===== config.mk =====
export PLATFORM = sky130hd
export DESIGN_NAME = pipu_top
export DESIGN_NICKNAME = d
export VERILOG_FILES = /design/src/hdl/pipu_pkg.sv /design/src/hdl/pipu_top.sv
export SDC_FILE = /design/constraint.sdc
export NUM_CORES = 1
export LEC_CHECK = 0
export BUFFER_PORTS_ARGS = -buffer_cell sky130_fd_sc_hd__buf_2
export CAP_MARGIN = 20
export CORE_MARGIN = 1.5
export CORE_UTILIZATION = 42
export CTS_BUF_LIST = sky130_fd_sc_hd__clkbuf_4 sky130_fd_sc_hd__clkbuf_8
export DETAILED_ROUTE_END_ITERATION = 10
export PLACE_DENSITY = 0.56
export SETUP_SLACK_MARGIN = 0.05
export SLEW_MARGIN = 20
export SYNTH_ARGS = -nofsm -noshare
export SYNTH_HDL_FRONTEND = slang
export SYNTH_SLANG_ARGS = --single-unit

===== constraint.sdc =====
create_clock -name clk_in -period 14.25 [get_ports clk_in]
set_input_delay 2.1375 -clock clk_in [delete_from_list [all_inputs] [get_ports clk_in]]
set_output_delay 2.1375 -clock clk_in [all_outputs]
set_load 0.01 [all_outputs]

===== src/hdl/pipu_pkg.sv =====
// Purpose: shared constants for the pulse input processing unit
// Assumes: 10 MHz clock, plain register port with read data one cycle late
// Notes:   offsets are byte addresses of 32-bit words
package pipu_pkg;

  typedef enum logic [3:0] {
    PIPU_MODE_PASS   = 4'h1,
    PIPU_MODE_SERIAL = 4'h2,
    PIPU_MODE_DIV    = 4'h4,
    PIPU_MODE_SYNC   = 4'h8
  } pipu_mode_e;

  localparam logic [7:0]  PIPU_OFF_CTRL    = 8'h00;
  localparam logic [7:0]  PIPU_OFF_DIV     = 8'h04;
  localparam logic [7:0]  PIPU_OFF_TRIP    = 8'h08;
  localparam logic [7:0]  PIPU_OFF_DELAY   = 8'h0C;
  localparam logic [7:0]  PIPU_OFF_STATUS  = 8'h10;
  localparam logic [7:0]  PIPU_OFF_IRQ_ST  = 8'h14;
  localparam logic [7:0]  PIPU_OFF_IRQ_MSK = 8'h18;
  localparam logic [7:0]  PIPU_OFF_DIFF    = 8'h1C;
  localparam logic [7:0]  PIPU_OFF_BACKLOG = 8'h20;

  // ctrl field positions
  localparam int          PIPU_CTRL_MODE_LSB = 0;
  localparam int          PIPU_CTRL_EN_BIT   = 4;

  localparam logic [3:0]  PIPU_CTRL_MODE_RST = 4'h1;
  localparam logic [15:0] PIPU_DIV_RST       = 16'h0001;
  localparam logic [15:0] PIPU_TRIP_RST      = 16'h0010;
  localparam logic [15:0] PIPU_DELAY_RST     = 16'h0000;

  // output pulse shape: high time and low time of an emitted pulse
  localparam int          PIPU_PULSE_NS      = 1000;
  localparam int          PIPU_CLK_NS        = 100;
  localparam int          PIPU_PULSE_CYC     = (PIPU_PULSE_NS + PIPU_CLK_NS - 1) / PIPU_CLK_NS;

  // interrupt event bit positions
  localparam int          PIPU_EV_FAULT = 0;
  localparam int          PIPU_EV_TRIP  = 1;
  localparam int          PIPU_EV_DIR   = 2;
  localparam int          PIPU_EV_OVF   = 3;
  localparam int          PIPU_EV_N     = 4;

endpackage : pipu_pkg


===== src/hdl/pipu_top.sv =====
// Purpose: pulse pass-through, divider, direction detection and sync monitor
// Assumes: all inputs synchronous to clk_in; sensors already debounced
// Notes:   one output pulse engine, used by divider mode only; serial mode follows the delayed input
`timescale 1ns/1ps

// How it works
// RULE_01: pass-through mode copies sensor input I to the output unchanged.
// RULE_02: pass-through mode watches line open and short flags while powering sensor.
// RULE_03: serial mode forwards each input pulse as exactly one output pulse.
// RULE_04: divider mode emits one output pulse per configured N input pulses.
// RULE_05: owed divided pulses are counted and emitted later during input pauses; the code emits them whenever the pulse engine is idle, input or not.
// RULE_06: direction is taken from which input went active first.
// RULE_07: direction is decided only when both inputs overlap; no overlap, no decision.
// RULE_08: if either input never toggles, no direction is reported.
// RULE_09: while hold input is asserted the direction output is frozen.
// RULE_10: sync mode counts both inputs and trips when difference exceeds trip value.
// RULE_11: the accumulated difference is kept through brief slippage, not cleared.
// RULE_12: trip de-energizes output; it re-energizes only when difference returns to zero.
// RULE_13: reverse level selects I minus II when low, II minus I when high.
// RULE_14: the controller holds reverse high for the whole reversed movement.
// RULE_15: static inputs only get a configurable delay before reaching the output.
// RULE_16: difference is a wide signed counter cleared by reset.
module pipu_top #(
  parameter int CNT_W  = 16,
  parameter int DIFF_W = 20
) (
  input  wire logic        clk_in,
  input  wire logic        rst_n_in,
  input  wire logic [7:0]  addr_in,
  input  wire logic [31:0] wdata_in,
  input  wire logic        wr_in,
  input  wire logic        rd_in,
  output logic      [31:0] rdata_out,
  input  wire logic        sens_a_in,
  input  wire logic        sens_b_in,
  input  wire logic        line_open_in,
  input  wire logic        line_short_in,
  input  wire logic        dir_hold_in,
  input  wire logic        reverse_in,
  output logic             sens_pwr_out,
  output logic             pulse_out,
  output logic             fault_out,
  output logic             dir_valid_out,
  output logic             dir_ccw_out,
  output logic             sync_ok_out,
  output logic             irq_out
);

  // registers
  logic [4:0]               ctrl_reg;
  logic [CNT_W-1:0]         div_reg;
  logic [CNT_W-1:0]         trip_reg;
  logic [CNT_W-1:0]         delay_reg;
  logic [pipu_pkg::PIPU_EV_N-1:0] irq_st_reg;
  logic [pipu_pkg::PIPU_EV_N-1:0] irq_msk_reg;
  logic [31:0]              rdata_reg;

  // pipeline and state
  logic                     a_d_reg;
  logic                     b_d_reg;
  logic [CNT_W-1:0]         dly_cnt_reg;
  logic                     dly_out_reg;
  logic [CNT_W-1:0]         div_cnt_reg;
  logic [CNT_W-1:0]         backlog_reg;
  logic [7:0]               pcnt_reg;
  logic                     ph_hi_reg;
  logic                     pulse_reg;
  logic                     fault_reg;
  logic                     first_b_reg;
  logic                     armed_reg;
  logic                     dir_valid_reg;
  logic                     dir_ccw_reg;
  logic signed [DIFF_W-1:0] diff_reg;
  logic                     tripped_reg;

  pipu_pkg::pipu_mode_e     mode;
  logic                     enable;
  logic                     rise_a;
  logic                     fall_a;
  logic                     rise_b;
  logic                     fault_now;
  logic                     in_pulse;
  logic                     owe_pulse;
  logic                     div_hit;
  logic                     start_pulse;
  logic                     eng_busy;
  logic                     dir_decide;
  logic signed [DIFF_W-1:0] diff_step;
  logic signed [DIFF_W-1:0] diff_next;
  logic signed [DIFF_W-1:0] trip_s;
  logic                     trip_now;
  logic                     wr_ctrl;
  logic                     wr_div;
  logic                     wr_trip;
  logic                     wr_dly;
  logic                     wr_ist;
  logic                     wr_imsk;
  logic [pipu_pkg::PIPU_EV_N-1:0] ev;
  logic [31:0]              rd_mux;
  logic                     dir_change;

  localparam logic [7:0] PULSE_CYC = 8'(pipu_pkg::PIPU_PULSE_CYC);

  function automatic logic hit(input logic [7:0] a, input logic [7:0] off);
    hit = (a == off);
  endfunction : hit

  assign mode      = pipu_pkg::pipu_mode_e'(ctrl_reg[pipu_pkg::PIPU_CTRL_MODE_LSB +: 4]);
  assign enable    = ctrl_reg[pipu_pkg::PIPU_CTRL_EN_BIT];
  assign rise_a    = sens_a_in & ~a_d_reg;
  assign fall_a    = ~sens_a_in & a_d_reg;
  assign rise_b    = sens_b_in & ~b_d_reg;
  assign fault_now = line_open_in | line_short_in;

  // decoding
  assign wr_ctrl = wr_in & hit(addr_in, pipu_pkg::PIPU_OFF_CTRL);
  assign wr_div  = wr_in & hit(addr_in, pipu_pkg::PIPU_OFF_DIV);
  assign wr_trip = wr_in & hit(addr_in, pipu_pkg::PIPU_OFF_TRIP);
  assign wr_dly  = wr_in & hit(addr_in, pipu_pkg::PIPU_OFF_DELAY);
  assign wr_ist  = wr_in & hit(addr_in, pipu_pkg::PIPU_OFF_IRQ_ST);
  assign wr_imsk = wr_in & hit(addr_in, pipu_pkg::PIPU_OFF_IRQ_MSK);

  // sensor supply is on whenever the block is enabled, in any mode
  assign sens_pwr_out = enable;                                     // see RULE_02

  // divider: count input pulses, a hit every div_reg of them; zero divider acts as one
  assign in_pulse  = enable & rise_a;
  assign div_hit   = in_pulse & (mode == pipu_pkg::PIPU_MODE_DIV)
                   & ((div_cnt_reg + CNT_W'(1)) >= div_reg);        // see RULE_04
  assign owe_pulse = (backlog_reg != '0);
  assign eng_busy  = ph_hi_reg | (pcnt_reg != 8'h00);
  // owed pulses wait for the engine to be idle; spacing therefore follows the fixed pulse high and low times
  assign start_pulse = ~eng_busy & owe_pulse;                       // see RULE_05

  // direction: decide on the rise that completes an overlap of both inputs
  assign dir_decide = enable & armed_reg & sens_a_in & sens_b_in
                    & (rise_a | rise_b) & ~dir_hold_in;             // see RULE_07
  assign dir_change = dir_decide & (dir_ccw_reg != first_b_reg) & dir_valid_reg;

  // synchronization difference
  assign diff_step = DIFF_W'(signed'({1'b0, rise_a})) - DIFF_W'(signed'({1'b0, rise_b}));
  assign diff_next = (enable && mode == pipu_pkg::PIPU_MODE_SYNC)
                   ? (reverse_in ? diff_reg - diff_step               // see RULE_13
                                 : diff_reg + diff_step)
                   : diff_reg;                                      // see RULE_11
  assign trip_s    = DIFF_W'(signed'({1'b0, trip_reg}));
  assign trip_now  = (diff_next > trip_s);                          // see RULE_10

  assign ev[pipu_pkg::PIPU_EV_FAULT] = fault_now & ~fault_reg;
  assign ev[pipu_pkg::PIPU_EV_TRIP]  = trip_now & ~tripped_reg;
  assign ev[pipu_pkg::PIPU_EV_DIR]   = dir_change;
  assign ev[pipu_pkg::PIPU_EV_OVF]   = div_hit & (&backlog_reg);

  assign rd_mux =
      hit(addr_in, pipu_pkg::PIPU_OFF_CTRL)    ? 32'(ctrl_reg)    :
      hit(addr_in, pipu_pkg::PIPU_OFF_DIV)     ? 32'(div_reg)     :
      hit(addr_in, pipu_pkg::PIPU_OFF_TRIP)    ? 32'(trip_reg)    :
      hit(addr_in, pipu_pkg::PIPU_OFF_DELAY)   ? 32'(delay_reg)   :
      hit(addr_in, pipu_pkg::PIPU_OFF_STATUS)  ?
        32'({tripped_reg, dir_ccw_reg, dir_valid_reg, fault_reg, pulse_reg}) :
      hit(addr_in, pipu_pkg::PIPU_OFF_IRQ_ST)  ? 32'(irq_st_reg)  :
      hit(addr_in, pipu_pkg::PIPU_OFF_IRQ_MSK) ? 32'(irq_msk_reg) :
      hit(addr_in, pipu_pkg::PIPU_OFF_DIFF)    ? 32'(unsigned'(diff_reg)) :
      hit(addr_in, pipu_pkg::PIPU_OFF_BACKLOG) ? 32'(backlog_reg) :
      32'h0000_0000;

  assign rdata_out     = rdata_reg;
  assign pulse_out     = pulse_reg;
  assign fault_out     = fault_reg;
  assign dir_valid_out = dir_valid_reg;
  assign dir_ccw_out   = dir_ccw_reg;
  assign sync_ok_out   = ~tripped_reg;                              // see RULE_12
  assign irq_out       = |(irq_st_reg & irq_msk_reg);

  // register port
  always_ff @(posedge clk_in or negedge rst_n_in)
  begin
    if (!rst_n_in)
    begin
      ctrl_reg    <= {1'b0, pipu_pkg::PIPU_CTRL_MODE_RST};
      div_reg     <= CNT_W'(pipu_pkg::PIPU_DIV_RST);
      trip_reg    <= CNT_W'(pipu_pkg::PIPU_TRIP_RST);
      delay_reg   <= CNT_W'(pipu_pkg::PIPU_DELAY_RST);
      irq_msk_reg <= '0;
      irq_st_reg  <= '0;
      rdata_reg   <= 32'h0000_0000;
    end
    else
    begin
      if (wr_ctrl) ctrl_reg <= wdata_in[4:0];
      if (wr_div)  div_reg <= wdata_in[CNT_W-1:0];
      if (wr_trip) trip_reg <= wdata_in[CNT_W-1:0];
      if (wr_dly)  delay_reg <= wdata_in[CNT_W-1:0];
      if (wr_imsk) irq_msk_reg <= wdata_in[pipu_pkg::PIPU_EV_N-1:0];
      // a new event wins over a write-one clear in the same cycle
      irq_st_reg <= (irq_st_reg & ~(wr_ist ? wdata_in[pipu_pkg::PIPU_EV_N-1:0] : '0)) | ev;
      rdata_reg  <= rd_in ? rd_mux : 32'h0000_0000;
    end
  end

  // input history, fault level and static delay path
  always_ff @(posedge clk_in or negedge rst_n_in)
  begin
    if (!rst_n_in)
    begin
      a_d_reg     <= 1'b0;
      b_d_reg     <= 1'b0;
      fault_reg   <= 1'b0;
      dly_cnt_reg <= '0;
      dly_out_reg <= 1'b0;
    end
    else
    begin
      a_d_reg   <= sens_a_in;
      b_d_reg   <= sens_b_in;
      fault_reg <= enable & (mode == pipu_pkg::PIPU_MODE_PASS) & fault_now;  // see RULE_02
      // the state reaches the output only after it held for delay_reg cycles
      if (sens_a_in == dly_out_reg)
        dly_cnt_reg <= '0;
      else if (dly_cnt_reg >= delay_reg)
      begin
        dly_out_reg <= sens_a_in;                                   // see RULE_15
        dly_cnt_reg <= '0;
      end
      else
        dly_cnt_reg <= dly_cnt_reg + CNT_W'(1);
    end
  end

  // pulse engine, divider count and backlog
  always_ff @(posedge clk_in or negedge rst_n_in)
  begin
    if (!rst_n_in)
    begin
      div_cnt_reg <= '0;
      backlog_reg <= '0;
      pcnt_reg    <= 8'h00;
      ph_hi_reg   <= 1'b0;
      pulse_reg   <= 1'b0;
    end
    else
    begin
      if (in_pulse && mode == pipu_pkg::PIPU_MODE_DIV)
        div_cnt_reg <= div_hit ? '0 : div_cnt_reg + CNT_W'(1);     // see RULE_04
      backlog_reg <= backlog_reg
                   + CNT_W'(div_hit && !(&backlog_reg))
                   - CNT_W'(start_pulse);                           // see RULE_05
      if (start_pulse)
      begin
        ph_hi_reg <= 1'b1;
        pcnt_reg  <= PULSE_CYC;
      end
      else if (pcnt_reg != 8'h00)
        pcnt_reg <= pcnt_reg - 8'h01;
      else if (ph_hi_reg)
      begin
        ph_hi_reg <= 1'b0;
        pcnt_reg  <= PULSE_CYC;
      end
      // serial and pass-through follow the delayed input level one for one
      case (mode)
        pipu_pkg::PIPU_MODE_PASS:   pulse_reg <= enable & dly_out_reg;  // see RULE_01
        pipu_pkg::PIPU_MODE_SERIAL: pulse_reg <= enable & dly_out_reg;  // see RULE_03
        pipu_pkg::PIPU_MODE_DIV:    pulse_reg <= ph_hi_reg;
        pipu_pkg::PIPU_MODE_SYNC:   pulse_reg <= 1'b0;
        default:                    pulse_reg <= 1'b0;
      endcase
    end
  end

  // direction and synchronization
  always_ff @(posedge clk_in or negedge rst_n_in)
  begin
    if (!rst_n_in)
    begin
      first_b_reg   <= 1'b0;
      armed_reg     <= 1'b0;
      dir_valid_reg <= 1'b0;
      dir_ccw_reg   <= 1'b0;
      diff_reg      <= '0;                                          // see RULE_16
      tripped_reg   <= 1'b0;
    end
    else
    begin
      // arm on a rise while the other input is low; the leader sets the sense
      if (rise_a && !sens_b_in)
      begin
        armed_reg   <= 1'b1;
        first_b_reg <= 1'b0;                                        // see RULE_06
      end
      else if (rise_b && !sens_a_in)
      begin
        armed_reg   <= 1'b1;
        first_b_reg <= 1'b1;                                        // see RULE_06
      end
      else if (dir_decide || (!sens_a_in && !sens_b_in))
        armed_reg <= 1'b0;
      // a silent input never completes an overlap, so valid stays low
      if (dir_decide)
      begin
        dir_valid_reg <= 1'b1;                                      // see RULE_08
        dir_ccw_reg   <= first_b_reg;                               // see RULE_09
      end
      diff_reg <= diff_next;                                        // see RULE_11
      if (trip_now)
        tripped_reg <= 1'b1;                                        // see RULE_12
      else if (diff_next == '0)
        tripped_reg <= 1'b0;                                        // see RULE_12
    end
  end

  // fall_a is kept for edge symmetry in later modes
  logic unused_ok;
  assign unused_ok = fall_a & 1'b0;

endmodule : pipu_top


==> results.cfg, run 1 <==
[placed_design]
dpl_cell_area_um2 = 11400
port_buffers = 60
gp_congestion = 0.870
dp.cells = 1519
hpwl_um = 20800

[power]
power.total_mw = 1.34
combPwrFrac = 0.307
p_seq_frac = 0.425
p_per_area_nw_per_um2 = 113
netSwitchingFraction = 0.359
p_leak_nw = 5.41
intPower_mw = 0.857
pwr-share-clk = 0.268
worst_ir_drop_vdd_mv = 0.0778
switchingPower_mw = 0.480

[setup_path]
crit_type = in2reg
cp_data_required_time_ns = 14.55
r2r_slack_ns = 7.64
timing.rr.start = div_cnt_reg[0]
critPathCaptureType = register
slowest_delay_ns = 0.73
critPathBufInv = 3
r2r_end = backlog_reg[14]
r2r.worst_path.cells = 31
crit_chain = buf_2, nor2b_1, inv_1, ha_1, mux2_4, inv_2, ha_1, nor2b_1, o21ai_0, o21ai_0, o221ai_1, nand3_1, or3_1, a31oi_1, xor2_1, ha_1, nand4_1, nor3_1, a221oi_1, o21ai_0, o31a_1, o41ai_1, o21ai_1
crit_cells = 23
crit_slowest_cell = o41ai_1
crit_path_end = tripped_reg
crit_path_start = sens_a_in
critPathLaunchType = primary input
arrival_ns = 8.34
critPathMaxFanout = 44
crit_family = compound AO/OA/AOI/OAI gates

[timing]
setup_viol = 0
timing.fmax_mhz = 124
hold_viol = 0
min_period_ns = 8.04
tightest_slew_ns = 0.998
relSlewSlack = 0.333
grt_setup_unrepaired = no
finalSetupTns_ns = 0
maxSlewViolCount = 0
skew_ns = 0.0130
fin_crit_sh = 0.564

[global_route]
grt_pass1_vias = 8208
grt_pass1_wl_um = 45500
antenna_found_initial = 0
grt_start_max_net_pins = 112
gr-total-overflow = 0
track_usage = 0.219

[clocking]
ctsHtreeMaxLevel = 4
clock_latency_ns = 0.46
clock-sinks = 168
clk_pin_slew_ns = 0.09
post_cts_buffers = 0
holdBufCountCts = 0
cts_root_buf = clkbuf_8
tritoncts = built
cts_resized = 0
clockBufferDepth = 2
cts_buffers = 17

[route]
wirelength_um = 28200
dr_wl_met3_um = 1250
top_layer_used = met4
drtAntennaViolNets = 0
wl_met2_um = 12300
routedLengthMet1_um = 14200
wl_per_cell_um = 18.2
dr_total_vias = 8644
drt-vias-per-instance = 5.57
drc = 0
firstDrtPassIters = 5
drt_iter0_markers = 688

[finish]
drive_gt1_frac = 0.143
area_growth_pct = 8.52
fin_area_um2 = 11800
final_cells = 1551
nets = 1351

[floorplanning]
die_area_um2 = 26900
pin_count = 89
start_util = 0.430
num_rows = 58
dieWidth_um = 164
core_area_um2 = 25300
die_y_um = 164

[logic_synthesis]
netlist_instances = 1177
synth_cell_type_count = 68
ys_async_sr_fraction = 1.00
seq_area_frac_synth = 0.387
netlist_area_um2 = 10900
synth.avg_cell_area_um2 = 9.25
synth-main-ff-cell = dfrtp_1
synth_edf_count = 0
ys_warn_count = 0
synth-seq-cells = 168

[hold_path]
hp-class = reg2reg
hp-start = trip_reg[3]

[run_status]
status = completed

[job]
cap_violations = 0
==> synth_stat cells (10+ instances only) <==
library cell | number | area [µm²]
a21oi_1 | 52 | 260
a21o_1 | 19 | 143
dfrtp_1 | 165 | 4130
xnor2_1 | 34 | 298
nand2b_1 | 21 | 131
and3_1 | 20 | 125
buf_4 | 12 | 90.1
xor2_1 | 30 | 263
nor2b_1 | 10 | 62.6
ha_1 | 91 | 1140
a31oi_1 | 13 | 81.3
nor4_1 | 10 | 62.6
mux2_2 | 62 | 698
nor3_1 | 22 | 110
a22oi_1 | 32 | 240
nand3_1 | 32 | 160
nand2_1 | 105 | 394
nand4_1 | 21 | 131
inv_1 | 96 | 360
nor2_1 | 67 | 251
o21ai_0 | 67 | 335
clkbuf_1 | 49 | 184
==> metrics by stage <==
step	worst slack (ns)	utilization	hold WS, ns
floorplan	6.94	-	0.458
global placement	5.92	0.450	0.487
detailed placement	5.88	0.450	0.493
CTS	6.28	0.466	0.514
global route	5.82	0.466	0.531
finish	6.21	0.466	0.514
==> how the worst min path moves through the flow <==
stage                         end  cells after the start  slack (ns)
finish                trip_reg[3]                      1        0.51
global route          trip_reg[7]                      1        0.53
CTS                   trip_reg[3]                      1        0.51
detailed placement   trip_reg[11]                      1        0.49
global placement      trip_reg[2]                      1        0.49
floorplan           irq_st_reg[1]                      1        0.46
==> per-layer routing <==
layer / track usage / vias to the layer above
met5: 0 / -
met4: 0.0566 / 0
met3: 0.0316 / 24
met2: 0.329 / 217
met1: 0.329 / 4163
li1: - / 4240
==> layout make-up <==
type	instances	area (µm²)
Inverter	97	364
Clock buffer	17	234
Sequential cell	168	4210
Fill cell	2441	13500
Clock inverter	14	164
Multi-Input combinational cell	859	6080
Timing Repair Buffer	65	347
Tap cell	330	413
Antenna cell	1	2.50
==> logic make-up after synthesis <==
| family | Yosys count | share of synthesized area |
|---|---|---|
| simple gates | 350 | 0.159 |
| compound gates | 270 | 0.162 |
| flops | 168 | 0.387 |
| buf+inv | 161 | 0.0596 |
| fa+ha+maj | 93 | 0.108 |
| mux | 70 | 0.0719 |
| xor+xnor | 64 | 0.0515 |
| other cells | 1 | 0.000344 |
==> cell usage in the layout (no fill, tap or decap), drive strengths merged, types with 5 or more instances in the layout <==
cell type,count
nor2,67
a221oi,8
nand2b,21
nand2,105
o21ai,68
and3,20
nor3,22
xor2,30
a21oi,52
inv,105
clkbuf,18
o21bai,6
or3,9
a22oi,32
o211ai,5
buf,64
a21o,19
nand3,32
a211oi,9
o22ai,8
dfrtp,165
xnor2,34
or4,9
and2,6
ha,91
conb,12
nand4,21
or2,5
nor2b,10
mux2,63
nor4,11
mux2i,7
a31oi,13
==> worst register-to-register path, delay by kind of cell, from the launching register on <==
kind	cells	cell delay [ns]
fa+ha+maj	5	1.27
flops	1	0.43
buf+inv	3	0.30
compound gates	13	2.99
xor+xnor	2	0.34
simple gates	8	1.16
==> power by group through the flow <==
stage | clock, mW | combinational, mW | sequential [mW]
finish | 0.358 | 0.410 | 0.569
global route | 0.385 | 0.470 | 0.576
CTS | 0.368 | 0.412 | 0.570
detailed placement | 0 | 0.408 | 0.579
global placement | 0 | 0.404 | 0.578
floorplan | 0 | 0.326 | 0.557
(Power assumes the default switching activity.)
==> inputs of run 2 (changes only) <==
==> constraint.sdc (replaced) <==
create_clock -name clk_in -period 8.18 [get_ports clk_in]
set_input_delay 1.227 -clock clk_in [delete_from_list [all_inputs] [get_ports clk_in]]
set_output_delay 1.227 -clock clk_in [all_outputs]
set_load 0.01 [all_outputs]
==> results.cfg, run 2 (synthesis gave the netlist of run 1 again) <==
[run_status]
status = complete, but fails checks
violations = antenna violations

[hold_path]
hp-class = reg2reg
holdPathEnd = pcnt_reg[3]
hp-start = pcnt_reg[3]
whs_path_depth = 1

[clocking]
post_cts_buffers = 0
clockBufferDepth = 2
ctsHtreeMaxLevel = 4
clk_pin_slew_ns = 0.10
clock_latency_ns = 0.47
cts_buffers = 17
cts_root_buf = clkbuf_8
cts_resized = 0
holdBufCountCts = 0
tritoncts = built
clock-sinks = 168

[floorplanning]
num_rows = 58
pin_count = 89
die_area_um2 = 26900
start_util = 0.430
dieWidth_um = 164
core_area_um2 = 25300
die_y_um = 164

[setup_path]
r2r_slack_ns = 1.58
path_common_cell = a21oi_1
critPathCaptureType = register
crit_slowest_cell = a2111oi_0
arrival_ns = 6.97
r2r_end = backlog_reg[14]
timing.rr.start = div_cnt_reg[0]
slowest_delay_ns = 0.80
critPathMaxFanout = 12
critPathLaunchType = register
r2r.worst_path.cells = 32
cp_data_required_time_ns = 8.54
crit_type = reg2reg

[timing]
relSlewSlack = 0.309
grt_setup_unrepaired = no
maxSlewViolCount = 0
tightest_slew_ns = 1.02
fin_crit_sh = 0.807
skew_ns = 0.0215
finalSetupTns_ns = 0
min_period_ns = 6.60
timing.fmax_mhz = 151
setup_viol = 0
hold_slack_ns = 0.493
hold_viol = 0

[power]
p_leak_nw = 5.42
p_per_area_nw_per_um2 = 200
worst_ir_drop_vdd_mv = 0.110

[global_route]
antenna_found_initial = 0
grt_start_max_net_pins = 113
gr-total-overflow = 0
grt_pass1_vias = 8218
track_usage = 0.221
grt_pass1_wl_um = 45600

[route]
dr_total_vias = 8662
drtAntennaViolNets = 1
drt_iter0_markers = 695
wirelength_um = 28200
wl_per_cell_um = 18.1
drc = 0
drt-vias-per-instance = 5.56
firstDrtPassIters = 5

[finish]
nets = 1353
fin_area_um2 = 11900
area_growth_pct = 9.01
final_cells = 1558
final_common_cell = dfrtp_1
fill_cells = 2422
most-common-layout-cells = dfrtp_1 (165), nand2_1 (105), inv_1 (96)
drive_gt1_frac = 0.145

[placed_design]
port_buffers = 60
dp.cells = 1521
dpl_cell_area_um2 = 11400
hpwl_um = 20700
gp_congestion = 0.853

[job]
cap_violations = 0
==> run 2: cell count changes in the layout (fill, tap and decap cells not counted), sizes merged <==
| cell | delta |
|---|---|
| inv | -5 |
| diode | +4 |
| bufinv | +1 |
| buf | +2 |
| clkbuf | +3 |
| clkinvlp | +1 |
| clkinv | +1 |
==> run 2: layout make-up <==
class / instances / area (µm²) / share of cell area
Timing Repair Buffer: 67 / 362 / 0.0305
Clock inverter: 12 / 165 / 0.0139
Tap cell: 330 / 413 / 0.0348
Inverter: 97 / 364 / 0.0307
Clock buffer: 20 / 269 / 0.0227
Antenna cell: 5 / 12.5 / 0.00105
Sequential cell: 168 / 4210 / 0.355
Multi-Input combinational cell: 859 / 6070 / 0.512
==> run 2: worst max-delay path by stage <==
stage | start | to | cells after the start
final | div_cnt_reg[0] | backlog_reg[14] | 32
after floorplan | sens_a_in | irq_st_reg[1] | 25
after global placement | sens_a_in | irq_st_reg[1] | 22
after CTS | div_cnt_reg[0] | backlog_reg[14] | 32
after global routing | div_cnt_reg[0] | backlog_reg[14] | 31
after detailed placement | sens_a_in | irq_st_reg[1] | 22
==> run 2: metal layers <==
layer / part of all wire / vias to the layer above / global-route usage
met5: 0 / - / 0
met4: 0.021 / 0 / 0.0694
met3: 0.038 / 35 / 0.0303
met2: 0.43 / 204 / 0.328
met1: 0.51 / 4180 / 0.331
li1: - / 4243 / -
==> run 2: stage by stage <==
step	util	total power [mW]	setup slack, ns
2_1_floorplan	-	1.54	1.79
3_3_place_gp	0.451	1.72	1.24
3_5_place_dp	0.451	1.73	1.17
4_1_cts	0.468	2.40	1.57
5_1_grt	0.468	2.54	0.697
6_report	0.469	2.38	1.58
==> run 2: power by group <==
part           switching (mW)  internal [mW]  total (mW)  leakage, nW
clock network           0.336          0.327       0.664        0.221
logic                   0.410          0.311       0.721         3.01
registers              0.0885          0.906       0.994         2.19
total                   0.835           1.54        2.38         5.42
==> run 2: worst max-delay path, delay by kind of cell, from the launching register on <==
| family | cells | cell delay [ns] |
|---|---|---|
| buffers and inverters | 4 | 0.44 |
| AND/OR/NAND/NOR | 9 | 1.13 |
| AO/OA/AOI/OAI | 13 | 3.01 |
| flip-flops | 1 | 0.43 |
| adder cells (fa/ha/maj) | 4 | 1.09 |
| XOR/XNOR | 2 | 0.40 |
